<file path="src/vdt_map.vh">
// Constants for the video DRAM row transfer controller.
// Assumes a 100 MHz system clock; times are in ns and turned into cycles here.
`ifndef VDT_MAP_VH
`define VDT_MAP_VH
`define VDT_CLK_MHZ 100
`define VDT_CYC(ns) ((((ns) * `VDT_CLK_MHZ) + 999) / 1000)
// Strobe phase, gate-to-serial-clock and column-strobe-to-serial-clock delays
`define VDT_T_STEP_NS 30
`define VDT_T_TSD_NS 20
`define VDT_T_CSD_NS 20
`define VDT_STEP_CYC `VDT_CYC(`VDT_T_STEP_NS)
`define VDT_TSD_CYC `VDT_CYC(`VDT_T_TSD_NS)
`define VDT_CSD_CYC `VDT_CYC(`VDT_T_CSD_NS)
// Serial shift clock: half period in system cycles (80 ns)
`define VDT_SC_HALF_CYC 8
// Register offsets
`define VDT_REG_CMD 4'h0
`define VDT_REG_ROW 4'h1
`define VDT_REG_COL 4'h2
`define VDT_REG_MASK 4'h3
`define VDT_REG_SER 4'h4
`define VDT_REG_SDATA 4'h5
`define VDT_REG_STATUS 4'h6
// Transfer type codes in CMD[1:0]; CMD[2] forces parallel data low
`define VDT_XFER_READ 2'h0
`define VDT_XFER_SREAD 2'h1
`define VDT_XFER_WRITE 2'h2
`define VDT_XFER_SWRITE 2'h3
`define VDT_CMD_PRELOAD 2
// Status bits
`define VDT_ST_BUSY 0
`define VDT_ST_DIR_OUT 1
`define VDT_ST_CONV_DONE 2
`define VDT_ST_HALF 3
`define VDT_ST_REFUSED 4
`define VDT_ST_SER_BUSY 5
`define VDT_ST_SRC_MSB 6
`define VDT_ST_SC_HOLD 7
`endif

</file>
<file path="src/vdt_sync.v">
// Two-flop synchroniser for a bus of independent levels.
// Assumes each bit is a slow level; no word coherence is promised.
`timescale 1ns/1ps
module vdt_sync #(
  parameter W = 1
) (
  // Clock and reset
  input wire clock,
  input wire rst_n,
  // Data
  input wire [W-1:0] din,
  output wire [W-1:0] dout
);
  reg [W-1:0] stage1_ff;
  reg [W-1:0] stage2_ff;

  always @(posedge clock or negedge rst_n) begin
    if (!rst_n) begin
      stage1_ff <= {W{1'b0}};
      stage2_ff <= {W{1'b0}};
    end else begin
      stage1_ff <= din;
      stage2_ff <= stage1_ff;
    end
  end

  assign dout = stage2_ff;
endmodule

</file>
<file path="src/vdt_div.v">
// Divider giving a one-cycle enable every DIV system clocks.
// Assumes DIV is at least 1.
`timescale 1ns/1ps
module vdt_div #(
  parameter DIV = 8
) (
  // Clock and reset
  input wire clock,
  input wire rst_n,
  // Enable out
  output wire tick
);
  reg [7:0] cnt_ff;

  always @(posedge clock or negedge rst_n) begin
    if (!rst_n) begin
      cnt_ff <= 8'h00;
    end else if (cnt_ff == DIV[7:0] - 8'h01) begin
      cnt_ff <= 8'h00;
    end else begin
      cnt_ff <= cnt_ff + 8'h01;
    end
  end

  assign tick = (cnt_ff == DIV[7:0] - 8'h01);
endmodule

</file>
<file path="src/vdt_ctrl.v">
// Controller that drives a dual-port video DRAM through its strobes for
// row transfers and runs its serial port through the serial shift clock.
// Assumes software on the register port and a device on the pins; pin
// inputs are asynchronous and pass a two-flop synchroniser.
//
// Functional notes
// - Conventional transfer must precede any split
// - Gate low at row fall means transfer
// - Read: column, enables high, gate, select low
// - After write, hold shift clock until delay
// - Real-time read aligns gate rise with clocks; code instead holds the shift clock low for the whole transfer
// - Masked write: an enable low, select low
// - Preload write transfer with parallel data low
// - Consecutive writes: no clock until delay
// - Write-back row msb must match source read
// - Split read: all high, gate low
`timescale 1ns/1ps
`include "vdt_map.vh"
module vdt_ctrl #(
  parameter STEP_CYC = `VDT_STEP_CYC,
  parameter TSD_CYC = `VDT_TSD_CYC,
  parameter CSD_CYC = `VDT_CSD_CYC,
  parameter SC_HALF = `VDT_SC_HALF_CYC
) (
  // Clock and reset
  input wire clock,
  input wire rst_n,
  // Software register port
  input wire [3:0] reg_addr,
  input wire [15:0] reg_wdata,
  input wire reg_wr,
  input wire reg_rd,
  output reg [15:0] reg_rdata,
  // Device strobes and address
  output reg ras_n,
  output reg cas_n,
  output reg transfer_gate_n,
  output reg write_enable_low_byte_n,
  output reg write_enable_high_byte_n,
  output reg special_function_select,
  output reg [8:0] addr,
  // Parallel data pins, mask data only
  output reg [15:0] dq_out,
  output reg dq_oe,
  // Serial port
  output reg serial_shift_clock,
  input wire [15:0] serial_data_lines_in,
  output reg [15:0] serial_data_lines_out,
  output wire serial_data_lines_oe,
  input wire active_half_flag
);
  localparam [4:0] S_IDLE = 5'h01;
  localparam [4:0] S_ROW = 5'h02;
  localparam [4:0] S_COL = 5'h04;
  localparam [4:0] S_GATE = 5'h08;
  localparam [4:0] S_END = 5'h10;

  reg [4:0] state_ff;
  reg [4:0] nxt_state;
  reg [7:0] step_ff;
  reg [7:0] gap_ff;
  reg [2:0] cmd_ff;
  reg cmd_pend_ff;
  reg [8:0] row_ff;
  reg [8:0] col_ff;
  reg [15:0] mask_ff;
  reg dir_out_ff;
  reg conv_done_ff;
  reg src_valid_ff;
  reg src_msb_ff;
  reg refused_ff;
  reg sc_hold_ff;
  reg ser_pend_ff;
  reg [15:0] sdata_ff;
  wire [15:0] sdq_sync;
  wire half_sync;
  wire sc_tick;
  wire step_done;
  wire is_write;
  wire is_split;
  wire bad_cmd;
  wire cmd_wr;
  wire ser_wr;
  wire st_wr;
  wire [15:0] status;

  vdt_sync #(.W(17)) u_sync (
    .clock(clock),
    .rst_n(rst_n),
    .din({active_half_flag, serial_data_lines_in}),
    .dout({half_sync, sdq_sync})
  );

  vdt_div #(.DIV(SC_HALF)) u_div (
    .clock(clock),
    .rst_n(rst_n),
    .tick(sc_tick)
  );

  assign cmd_wr = reg_wr && (reg_addr == `VDT_REG_CMD);
  assign ser_wr = reg_wr && (reg_addr == `VDT_REG_SER);
  assign st_wr = reg_wr && (reg_addr == `VDT_REG_STATUS);
  assign is_write = reg_wdata[1];
  assign is_split = reg_wdata[0];
  assign step_done = (step_ff == STEP_CYC[7:0] - 8'h01);
  assign bad_cmd = cmd_pend_ff || (state_ff != S_IDLE) || (is_split && !conv_done_ff) ||
                   (is_write && src_valid_ff && (row_ff[8] != src_msb_ff));

  // drive serial lines only in input mode
  assign serial_data_lines_oe = conv_done_ff && !dir_out_ff;

  assign status = {8'h00, sc_hold_ff, src_msb_ff, ser_pend_ff, refused_ff, half_sync,
                   conv_done_ff, dir_out_ff, (state_ff != S_IDLE) || cmd_pend_ff};

  always @* begin
    nxt_state = state_ff;
    case (state_ff)
      S_IDLE: begin
        // start only with shift clock low
        if (cmd_pend_ff && !serial_shift_clock) begin
          nxt_state = S_ROW;
        end
      end
      S_ROW: begin
        if (step_done) begin
          nxt_state = S_COL;
        end
      end
      S_COL: begin
        if (step_done) begin
          nxt_state = S_GATE;
        end
      end
      S_GATE: begin
        if (step_done) begin
          nxt_state = S_END;
        end
      end
      S_END: begin
        if (step_done) begin
          nxt_state = S_IDLE;
        end
      end
      default: nxt_state = S_IDLE;
    endcase
  end

  // Transfer sequencer and strobe pins
  always @(posedge clock or negedge rst_n) begin
    if (!rst_n) begin
      state_ff <= S_IDLE;
      step_ff <= 8'h00;
      ras_n <= 1'b1;
      cas_n <= 1'b1;
      transfer_gate_n <= 1'b1;
      write_enable_low_byte_n <= 1'b1;
      write_enable_high_byte_n <= 1'b1;
      special_function_select <= 1'b0;
      addr <= 9'h000;
      dq_out <= 16'h0000;
      dq_oe <= 1'b0;
      dir_out_ff <= 1'b0;
      conv_done_ff <= 1'b0;
      src_valid_ff <= 1'b0;
      src_msb_ff <= 1'b0;
    end else begin
      state_ff <= nxt_state;
      step_ff <= (nxt_state != state_ff) ? 8'h00 : step_ff + 8'h01;
      case (state_ff)
        S_IDLE: begin
          if (nxt_state == S_ROW) begin
            transfer_gate_n <= 1'b0;
            cas_n <= 1'b1;
            special_function_select <= cmd_ff[0];
            write_enable_low_byte_n <= ~cmd_ff[1];
            write_enable_high_byte_n <= ~cmd_ff[1];
            addr <= row_ff;
            dq_out <= cmd_ff[`VDT_CMD_PRELOAD] ? 16'h0000 : mask_ff;
            dq_oe <= cmd_ff[1];
          end
        end
        S_ROW: begin
          if (step_done) begin
            ras_n <= 1'b0;
          end
        end
        S_COL: begin
          if (step_ff == 8'h00) begin
            addr <= col_ff;
            dq_oe <= 1'b0;
          end
          if (step_done) begin
            cas_n <= 1'b0;
          end
        end
        S_GATE: begin
          if (step_done) begin
            transfer_gate_n <= 1'b1;
          end
        end
        S_END: begin
          if (step_done) begin
            ras_n <= 1'b1;
            cas_n <= 1'b1;
            write_enable_low_byte_n <= 1'b1;
            write_enable_high_byte_n <= 1'b1;
            special_function_select <= 1'b0;
            if (!cmd_ff[0]) begin
              dir_out_ff <= ~cmd_ff[1];
              conv_done_ff <= 1'b1;
            end
            if (!cmd_ff[1]) begin
              src_valid_ff <= 1'b1;
              src_msb_ff <= row_ff[8];
            end
          end
        end
        default: begin
          ras_n <= 1'b1;
        end
      endcase
    end
  end

  // Software registers and serial clock
  always @(posedge clock or negedge rst_n) begin
    if (!rst_n) begin
      cmd_ff <= 3'h0;
      cmd_pend_ff <= 1'b0;
      row_ff <= 9'h000;
      col_ff <= 9'h000;
      mask_ff <= 16'h0000;
      refused_ff <= 1'b0;
      sc_hold_ff <= 1'b0;
      gap_ff <= 8'h00;
      ser_pend_ff <= 1'b0;
      serial_shift_clock <= 1'b0;
      serial_data_lines_out <= 16'h0000;
      sdata_ff <= 16'h0000;
      reg_rdata <= 16'h0000;
    end else begin
      reg_rdata <= 16'h0000;
      if (reg_rd) begin
        case (reg_addr)
          `VDT_REG_CMD: reg_rdata <= {13'h0, cmd_ff};
          `VDT_REG_ROW: reg_rdata <= {7'h0, row_ff};
          `VDT_REG_COL: reg_rdata <= {7'h0, col_ff};
          `VDT_REG_MASK: reg_rdata <= mask_ff;
          `VDT_REG_SER: reg_rdata <= serial_data_lines_out;
          `VDT_REG_SDATA: reg_rdata <= sdata_ff;
          `VDT_REG_STATUS: reg_rdata <= status;
          default: reg_rdata <= 16'h0000;
        endcase
      end
      if (reg_wr && (reg_addr == `VDT_REG_ROW) && !cmd_pend_ff && (state_ff == S_IDLE)) begin
        row_ff <= reg_wdata[8:0];
      end
      if (reg_wr && (reg_addr == `VDT_REG_COL) && !cmd_pend_ff && (state_ff == S_IDLE)) begin
        col_ff <= reg_wdata[8:0];
      end
      if (reg_wr && (reg_addr == `VDT_REG_MASK) && !cmd_pend_ff && (state_ff == S_IDLE)) begin
        mask_ff <= reg_wdata;
      end
      if (cmd_wr && !bad_cmd) begin
        cmd_ff <= reg_wdata[2:0];
        cmd_pend_ff <= 1'b1;
      end else if (state_ff == S_ROW) begin
        cmd_pend_ff <= 1'b0;
      end
      // Refusal is sticky; a new refusal beats a clear in the same cycle
      if ((cmd_wr && bad_cmd) || (ser_wr && (ser_pend_ff || sc_hold_ff))) begin
        refused_ff <= 1'b1;
      end else if (st_wr && reg_wdata[`VDT_ST_REFUSED]) begin
        refused_ff <= 1'b0;
      end
      if (cmd_wr && !bad_cmd) begin
        sc_hold_ff <= 1'b1;
      end else if (state_ff == S_COL && step_done && cmd_ff[1]) begin
        gap_ff <= CSD_CYC[7:0];
      end else if (state_ff == S_GATE && step_done && !cmd_ff[1]) begin
        gap_ff <= TSD_CYC[7:0];
      end else if (gap_ff != 8'h00) begin
        gap_ff <= gap_ff - 8'h01;
      end else if (state_ff == S_IDLE && !cmd_pend_ff) begin
        sc_hold_ff <= 1'b0;
      end
      if (ser_wr && !ser_pend_ff && !sc_hold_ff) begin
        ser_pend_ff <= 1'b1;
        serial_data_lines_out <= reg_wdata;
      end else if (sc_tick && serial_shift_clock) begin
        serial_shift_clock <= 1'b0;
        ser_pend_ff <= 1'b0;
        // Half period exceeds access time, so data is settled here
        sdata_ff <= sdq_sync;
      end else if (sc_tick && ser_pend_ff && !sc_hold_ff && !cmd_pend_ff) begin
        serial_shift_clock <= 1'b1;
      end
    end
  end
endmodule

</file>
<file path="config.mk">
export PLATFORM = sky130hd
export DESIGN_NAME = vdt_ctrl
export DESIGN_NICKNAME = d
export VERILOG_FILES = /design/src/vdt_sync.v /design/src/vdt_div.v /design/src/vdt_ctrl.v
export VERILOG_INCLUDE_DIRS = /design/src
export SDC_FILE = /design/constraint.sdc
export NUM_CORES = 1
export LEC_CHECK = 0
export BUFFER_PORTS_ARGS = -buffer_cell sky130_fd_sc_hd__buf_4
export CAP_MARGIN = 20
export CORE_UTILIZATION = 51
export CTS_BUF_LIST = sky130_fd_sc_hd__clkbuf_8
export DETAILED_ROUTE_END_ITERATION = 16
export PLACE_DENSITY = 0.75
export SYNTH_ARGS = -nofsm -noshare
export SYNTH_HDL_FRONTEND = slang
export SYNTH_SLANG_ARGS = --single-unit
</file>
<file path="constraint.sdc">
create_clock -name clock -period 2.2 [get_ports clock]
set_input_delay 0.22 -clock clock [delete_from_list [all_inputs] [get_ports clock]]
set_output_delay 0.22 -clock clock [all_outputs]
set_load 0.02 [all_outputs]
</file>
# Yosys cells after proc, flatten, opt, wreduce, memory -nomap -nowiden

Cells that the tools add are included.

Add/subtract/negate cells: 3
Equality and inequality tests: 26
Mux-type cells: 44
Bitwise logic cells: 5
Reductions and logical operators: 71

Operator list:

| cell                                                 | number |
|---|---|
| case mux 16 bit (7 select lines)                     | 1 |
| 2-to-1 mux 8 bit                                     | 5 |
| logical AND 1 bit                                    | 32 |
| 2-to-1 mux 16 bit                                    | 2 |
| 2-to-1 mux 5 bit                                     | 5 |
| case mux 5 bit (5 select lines)                      | 1 |
| 2-to-1 mux 1 bit                                     | 21 |
| 2-to-1 mux 9 bit                                     | 2 |
| inequality test 2 bit (second input constant)        | 9 |
| case mux 9 bit (2 select lines)                      | 1 |
| AND reduction 3 bit                                  | 6 |
| adder 8 x 1 -> 8 bit (second input constant)         | 2 |
| nonzero test 2 bit                                   | 8 |
| equality test 4 x 3 -> 1 bit (second input constant) | 3 |
| equality test 5 x 2 -> 1 bit (second input constant) | 2 |
| equality test 4 x 2 -> 1 bit (second input constant) | 2 |
| equality test 8 x 2 -> 1 bit (second input constant) | 1 |
| equality test 8 x 3 -> 1 bit (second input constant) | 1 |
| logical NOT 1 bit                                    | 8 |
| logical NOT 8 bit                                    | 1 |
| case mux 1 bit (2 select lines)                      | 4 |
| AND reduction 2 bit                                  | 4 |
| AND reduction 4 bit                                  | 2 |
| nonzero test 8 bit                                   | 1 |
| other kinds (15)                                     | 25 |

Flip-flop bits (word level): 188
Bits of input ports: 41
Output and inout bits: 66
Logic and storage cells: 179

# Logic depth before layout (Yosys ltp)

Gate-level depths: netlist of the first run.

Word-level depth: 8
Depth in mapped cells: 8
Mapped depth without buffers: 7

# By module

Synthesis of the first run repeated with hierarchy kept, for this count alone.

Cell total of the unflattened synthesis: 651
Area total of the unflattened synthesis: 7910.1 um2

By module, submodules not included:

| module   | times used | cells each | area an instance (um2) | seq. area each (um2) |
|---|---|---|---|---|
| vdt_ctrl | 1          | 589        | 6712.7                 | 3659.8 |
| vdt_sync | 1          | 34         | 850.8                  | 850.8 |
| vdt_div  | 1          | 28         | 346.6                  | 200.2 |

# Worst setup path before layout of the first run

OpenSTA, ideal clock, no wires.

Path kind: reg2reg
From: reg step_ff[0]
To: reg src_msb_ff
Library setup time: 125 ps
Arrival time: 2009 ps
Data required time: 2075 ps
Path slack: 66 ps
Cell stages (with the launch flop): 8
Path buffers: 1
Period minus slack after synthesis: 2134 ps
Cell sequence: dfrtp_1 > inv_1 > ha_1 > or3b_2 > or2_0 > clkbuf_1 > nor3_1 > mux2_2

Word-level cells in the longest chain between the ends: 2

Ends and longest elaborated chain:

| what                          | RTL line       | text |
|---|---|---|
| start: declaration            | vdt_ctrl.v:60  | `reg [7:0] step_ff;` |
| start signal: assignment      | vdt_ctrl.v:168 | `step_ff <= (nxt_state != state_ff) ? 8'h00 : step_ff + 8'h01;` |
| equality test 8 x 2 -> 1 bit  | vdt_ctrl.v:105 | `assign step_done = (step_ff == STEP_CYC[7:0] - 8'h01);` |
| AND reduction 3 bit (no line) | -              |  |
| end signal: assignment        | vdt_ctrl.v:214 | `src_msb_ff <= row_ff[8];` |
| end: declaration              | vdt_ctrl.v:70  | `reg src_msb_ff;` |

No other way between the ends.
A chain may end at the register's enable or synchronous reset.

# Worst setup path in the final report of the first run

From: reg state_ff[0]
To: reg gap_ff[2]

Word-level cells in the longest chain between the ends: 8
Elaborated cells on any way between the ends: 17
Classes of those cells: 3 x eq/ne; 2 x mux; 1 x bitwise; 11 x reduce/logical

Ends and longest elaborated chain:

| what                           | RTL line       | text |
|---|---|---|
| start: declaration             | vdt_ctrl.v:58  | `reg [4:0] state_ff;` |
| start signal: assignment       | vdt_ctrl.v:167 | `state_ff <= nxt_state;` |
| inequality test 5 x 1 -> 1 bit | vdt_ctrl.v:106 | `assign bad_cmd = cmd_pend_ff \|\| (state_ff != S_IDLE) \|\| (is_split && !conv_done_ff) \|\|` |
| logical OR 1 bit (3 in a row)  | vdt_ctrl.v:106 |  |
| logical NOT 1 bit              | vdt_ctrl.v:276 | `if (cmd_wr && !bad_cmd) begin` |
| logical AND 1 bit              | vdt_ctrl.v:276 |  |
| inverter 1 bit (no line)       | -              |  |
| AND reduction 2 bit (no line)  | -              |  |
| end signal: assignment         | vdt_ctrl.v:279 | `gap_ff <= CSD_CYC[7:0];` |
| end signal: assignment         | vdt_ctrl.v:281 | `gap_ff <= TSD_CYC[7:0];` |
| end signal: assignment         | vdt_ctrl.v:283 | `gap_ff <= gap_ff - 8'h01;` |
| end: declaration               | vdt_ctrl.v:61  | `reg [7:0] gap_ff;` |

Several ways; a longest one is shown, not always the timed one.

==> metrics.cfg, run 1 <==
[route]
vias = 5890
wl_mm = 19.68
drtPass1Iterations = 5
drc = 0
postRouteAntennaNets = 0
vias_per_cell = 5.855
drt-initial-drc-count = 600
wl_per_cell_um = 19.57

[pwr]
p_sw_mw = 3.908
power.density_nw_per_um2 = 1072
power.leakage_nw = 4.522
power_frac_comb_pct = 29.3
seq_power_share_pct = 48.7
ir_worst_vdd_mv = 0.7093
power_frac_clock_pct = 22.0
p_int_mw = 6.650
switching_share_pct = 37.01

[clocking]
clock_latency_ps = 470
cts_htree_levels = 4
cts-buffers-inserted = 17
cts_sinks = 188
clkTransAtPathRegs_ps = 110
cts_root_buf = clkbuf_8
cts_setup_buffers = 0
cts_max_path_buffers = 2
tritoncts = yes

[critical_path]
end_kind = register
crit_type = reg2reg
critPathArrivalTime_ps = 2450
rrSetupSlack_ps = 90
r2r_cells = 5
cp_max_fo = 4
crit_required_ps = 2540
start_kind = register

[sta]
setup_viol = 0
min_period_ps = 2111
layout_setup_ws_ps = 89.44
tns_ps = 0
relSlewSlack_pct = 65.79
maxSlewViolCount = 0
rsz0062_at_grt = no
hold_violations = 0
worst_pin_slew_ps = 513.2
fin_skew_ps = 18.38
timing.fmax_mhz = 473.8
finalCritPeriodShare_pct = 95.93

[yosys]
syn_area_um2 = 7835
ys_seq_area_share_pct = 60.12
yosys-top-cells-area = dfrtp_1 58%, mux2_2 7.5%, mux2_1 2.7%
syn-num-nets = 689
async_flop_share_pct = 100.0
ys_ff_latch = 188
avgSynthCellArea_um2 = 12.20
synthCells = 642
synthFlopType = dfrtp_1
yosys.area.top_type = dfrtp_1
synthDistinctLibCells = 67
synth_commonest_cells = 183 x dfrtp_1, 56 x nand2_1, 52 x mux2_2, 42 x nor2_1, 26 x o21ai_0
synth_edf_count = 0
synth_most_common_cell = dfrtp_1
yosysWarnings = 0
netlist.area_leader.share_pct = 58.45

[grt]
grt_pass1_vias = 5953
antenna_found_initial = 1
grt.total_usage_pct = 26.36
grt_max_degree = 64
grt-ovfl-total = 0
grt_pass1_wl_mm = 31.94

[final_layout]
syn_to_final_growth_pct = 25.74
drive_gt1_share_pct = 33.01
nets = 855

[placed_design]
pre_cts_ws_ps = 57.07
port_buffers = 106
place_hpwl_mm = 13.88
place.gp.congestion = 0.8027

[outcome]
outcome = finished, final reports clean

[floorplanning]
initial_core_util_pct = 53.10
die_x_um = 125.9
core_area_um2 = 14750
pin_count = 107
dieArea_um2 = 15860
rows = 44
die_h_um = 125.9

[hold_path]
hold_depth = 2
hold_path_class = in2reg

[run]
drv_cap = 0

==> path summary, 6_finish.rpt <==
| check | from | endpoint |
|---|---|---|
| setup / recovery | state_ff[0] | gap_ff[2] |
| hold / removal | reg_wdata[2] | row_ff[2] |
| setup reg to reg | state_ff[0] | gap_ff[2] |
| hold reg to reg | u_sync.stage1_ff[5] | u_sync.dout[5] |
| max in group asynchronous | rst_n | mask_ff[10] |
| min in group asynchronous | rst_n | src_msb_ff |
==> metrics by stage <==
stage	hold WS [ps]	instance area (um2)	instances	util (%)	total power, mW
detailed placement	186.2	9096	945	61.65	8.195
floorplan	-75.59	7835	642	-	6.770
CTS	10.19	9803	1005	66.44	10.55
finish	34.78	9852	1006	66.77	10.56
global route	9.811	9849	1005	66.76	11.15
global placement	185.7	9096	945	61.65	8.054
==> placed cells by master, fill, tap and decap left out, types with 8 or more instances in the layout <==
cell type / count
a21oi_1: 10
a222oi_1: 9
a22oi_1: 22
a31oi_1: 21
buf_4: 145
clkbuf_8: 17
dfrtp_1: 183
dlygate4sd3_1: 28
mux2_1: 19
mux2_2: 52
nand2_1: 56
nand2b_1: 20
nand3_1: 19
nor2_1: 41
nor3_1: 8
o21ai_0: 26
xor2_1: 10
==> sequential cells by signal, indices dropped and copies added (netlist names), 3 cells and up <==
name	flops
addr	9
cmd_ff	3
col_ff	9
dq_out	16
gap_ff	8
mask_ff	16
reg_rdata	16
row_ff	9
sdata_ff	16
serial_data_lines_out	16
state_ff	5
step_ff	8
u_div.cnt_ff	8
u_sync.dout	17
u_sync.stage1_ff	17
==> what timing repair did <==
item,CTS,global route
setup endpoints to repair,0,25
hold buffers,28,0
resized for setup,0,11
hold endpoints to repair,82,0
==> critical path, cell delays in order, from the launching register on <==
cell      delay [ps]
dfstp_2          560
or4b_1           430
a2111o_1         420
or2_1            300
a31oi_1          210
a311oi_1          60
==> layout make-up <==
type / instances / area (um2)
antenna: 1 / 2.502
clock buffer: 17 / 234.0
clock inverter: 15 / 192.7
fill: 1112 / 4902
inverter: 7 / 26.28
multi-input combinational: 416 / 2995
sequential: 188 / 4711
tap: 184 / 230.2
timing repair buffer: 178 / 1460
==> power groups by stage <==
stage          Sequential (mW)  Combinational [mW]  Clock [mW]
2_1_floorplan             5.18                1.59           0
3_3_place_gp              5.13                2.92           0
3_5_place_dp              5.17                3.02           0
4_1_cts                   5.11                3.07        2.37
5_1_grt                   5.24                3.39        2.51
6_report                  5.14                3.09        2.32
==> logic make-up after synthesis <==
family | share of synthesized area [%]
buffers and inverters | 2.236
muxes | 10.33
xor gates and xnor gates | 1.900
and+or+nand+nor | 14.07
adders and majority gates | 0.9581
AOI/OAI and AO/OA | 10.38
DFF | 60.12
==> routing by layer <==
layer | track usage (%) | wire [um] | vias to the layer above
li1 | - | - | 2644
met1 | 37.25 | 8563 | 2971
met2 | 40.79 | 9295 | 241
met3 | 5.735 | 1394 | 34
met4 | 8.575 | 429 | 0
met5 | 0 | 0 | -
Power figures use the tool's default switching activity.
==> run 2: changes to the inputs <==
==> constraint.sdc (replaced) <==
create_clock -name clock -period 2.2 [get_ports clock]
set_input_delay 0.11 -clock clock [delete_from_list [all_inputs] [get_ports clock]]
set_output_delay 0.11 -clock clock [all_outputs]
set_load 0.02 [all_outputs]
==> metrics.cfg, run 2 (synthesis results as in run 1) <==
[outcome]
outcome = finished, final reports clean

[clocking]
cts_max_path_buffers = 2  ; unchanged
tritoncts = yes
cts_root_buf = clkbuf_8
clock_latency_ps = 470  ; about the same
cts_setup_buffers = 0  ; unchanged
clkTransAtPathRegs_ps = 110  ; about the same
cts_htree_levels = 4  ; unchanged
cts-buffers-inserted = 17  ; unchanged
cts_sinks = 188  ; unchanged

[route]
vias = 5963  ; +1.2%
drt-initial-drc-count = 495  ; -18%
wl_mm = 20.13  ; +2.2%
vias_per_cell = 5.886  ; +0.54%
wl_per_cell_um = 19.87  ; +1.5%
drtPass1Iterations = 6  ; +1
postRouteAntennaNets = 0  ; unchanged
drc = 0  ; unchanged

[grt]
grt.total_usage_pct = 26.65  ; +0.28 points
antenna_found_initial = 0  ; -1
grt_max_degree = 69  ; +7.8%
grt_pass1_wl_mm = 32.11  ; +0.52%
grt_pass1_vias = 6034  ; +1.4%
grt-ovfl-total = 0  ; unchanged

[sta]
relSlewSlack_pct = 65.86  ; +0.071 points
rsz0062_at_grt = yes
worst_pin_slew_ps = 499.2  ; -13.98 ps
min_period_ps = 2126  ; +15.87 ps
tns_ps = 0  ; unchanged
finalCritPeriodShare_pct = 96.66  ; +0.72 points
fin_skew_ps = 14.31  ; -4.071 ps
setup_viol = 0  ; unchanged
timing.fmax_mhz = 470.3  ; -0.75%
hold_violations = 0  ; unchanged
maxSlewViolCount = 0  ; unchanged

[pwr]
power.density_nw_per_um2 = 1066  ; -0.49%
power_frac_clock_pct = 21.4  ; -0.6 points
power_frac_comb_pct = 29.9  ; +0.6 points
switching_share_pct = 36.99  ; about the same
p_sw_mw = 3.918  ; +0.25%
seq_power_share_pct = 48.6  ; about the same
ir_worst_vdd_mv = 0.5673  ; -20%
p_int_mw = 6.674  ; +0.36%
power.leakage_nw = 4.556  ; +0.74%

[critical_path]
crit_type = reg2reg
end_kind = register
crit_required_ps = 2580  ; +40 ps
start_kind = register
cp_max_fo = 7  ; +3
critPathArrivalTime_ps = 2510  ; +60 ps

[floorplanning]
initial_core_util_pct = 53.10  ; unchanged
core_area_um2 = 14750  ; unchanged
dieArea_um2 = 15860  ; unchanged
pin_count = 107  ; unchanged
die_x_um = 125.9  ; unchanged
rows = 44  ; unchanged
die_h_um = 125.9  ; unchanged

[final_layout]
antenna_cells = 0  ; -1
final_util_pct = 67.32  ; +0.54 points
seqCellArea_um2 = 4711  ; unchanged
layout_common_cells = 183 x dfrtp_1, 144 x buf_4, 55 x nand2_1
nets = 863  ; +0.94%
drive_gt1_share_pct = 32.93  ; -0.077 points
multiInputGateArea_um2 = 3017  ; +0.71%
syn_to_final_growth_pct = 26.76
fillers = 1094  ; -1.6%
final_common_cell = dfrtp_1

[placed_design]
port_buffers = 106  ; unchanged
place.gp.congestion = 0.8532  ; +6.3%
place_hpwl_mm = 14.28  ; +2.9%

[hold_path]
hold_path_class = in2reg

[run]
drv_cap = 0  ; unchanged

==> run 2: changes by cell type in the layout (fill, tap and decap cells not counted), sizes merged <==
| cell | previous run | this run |
|---|---|---|
| clkinv | 8 | 6 |
| diode | 1 | 0 |
| dlygate4sd3 | 28 | 37 |
| inv | 13 | 15 |
| buf | 150 | 149 |
==> run 2: through the flow <==
stage	hold slack (ps)	instance area, um2	total power, mW	setup WS, ps	std cells
detailed placement	31.87	9089	8.244	18.16	944
global route	50.75	9932	11.15	-5.201	1013
global placement	25.34	9089	8.092	130.7	944
finish	43.15	9932	10.59	73.57	1013
CTS	15.19	9864	10.55	31.23	1013
floorplan	-185.6	7835	6.770	66.07	642
==> run 2: repair_timing <==
item,CTS,global route
gates resized for setup,0,17
endpoints found under the setup margin,0,41
hold buffers,37,0
endpoints found under the hold margin,259,0
==> run 2: cell type report <==
cell class	instances	share of cell area (%)
Sequential cell	188	47.43
Multi-Input combinational cell	416	30.37
Clock inverter	15	1.726
Tap cell	184	2.318
Inverter	7	0.2646
Timing Repair Buffer	186	15.53
Clock buffer	17	2.356
==> run 2: worst max-delay path, cell delays in order (launching register included) <==
cell,delay (ps)
dfstp_2,600
or4b_1,450
a2111o_1,410
or2_1,300
a311oi_1,290
==> run 2: final timing paths <==
kind / slack [ps] / depth (start not counted) / startpoint / end
max in group asynchronous: 1380 / 3 / rst_n / reg_rdata[3]
setup reg to reg: 70 / 4 / state_ff[0] / gap_ff[2]
min in group asynchronous: 90 / 2 / rst_n / special_function_select
hold / removal: 40 / 4 / reg_addr[2] / reg_rdata[2]
hold reg to reg: 350 / 0 / u_sync.stage1_ff[15] / u_sync.dout[15]
setup / recovery: 70 / 4 / state_ff[0] / gap_ff[2]
==> run 2: power by group through the flow <==
stage	sequential (mW)	combinational [mW]	clock (mW)
6_report	5.15	3.17	2.27
5_1_grt	5.26	3.46	2.44
4_1_cts	5.12	3.13	2.31
3_5_place_dp	5.18	3.07	0
3_3_place_gp	5.13	2.96	0
2_1_floorplan	5.18	1.59	0
==> run 2: layer usage <==
metal	vias to the layer above	track usage, %	wire, um
li1	2662	-	-
met5	-	0	0
met3	45	5.310	1285
met1	2990	37.15	8706
met2	266	41.08	9579
met4	0	11.13	554
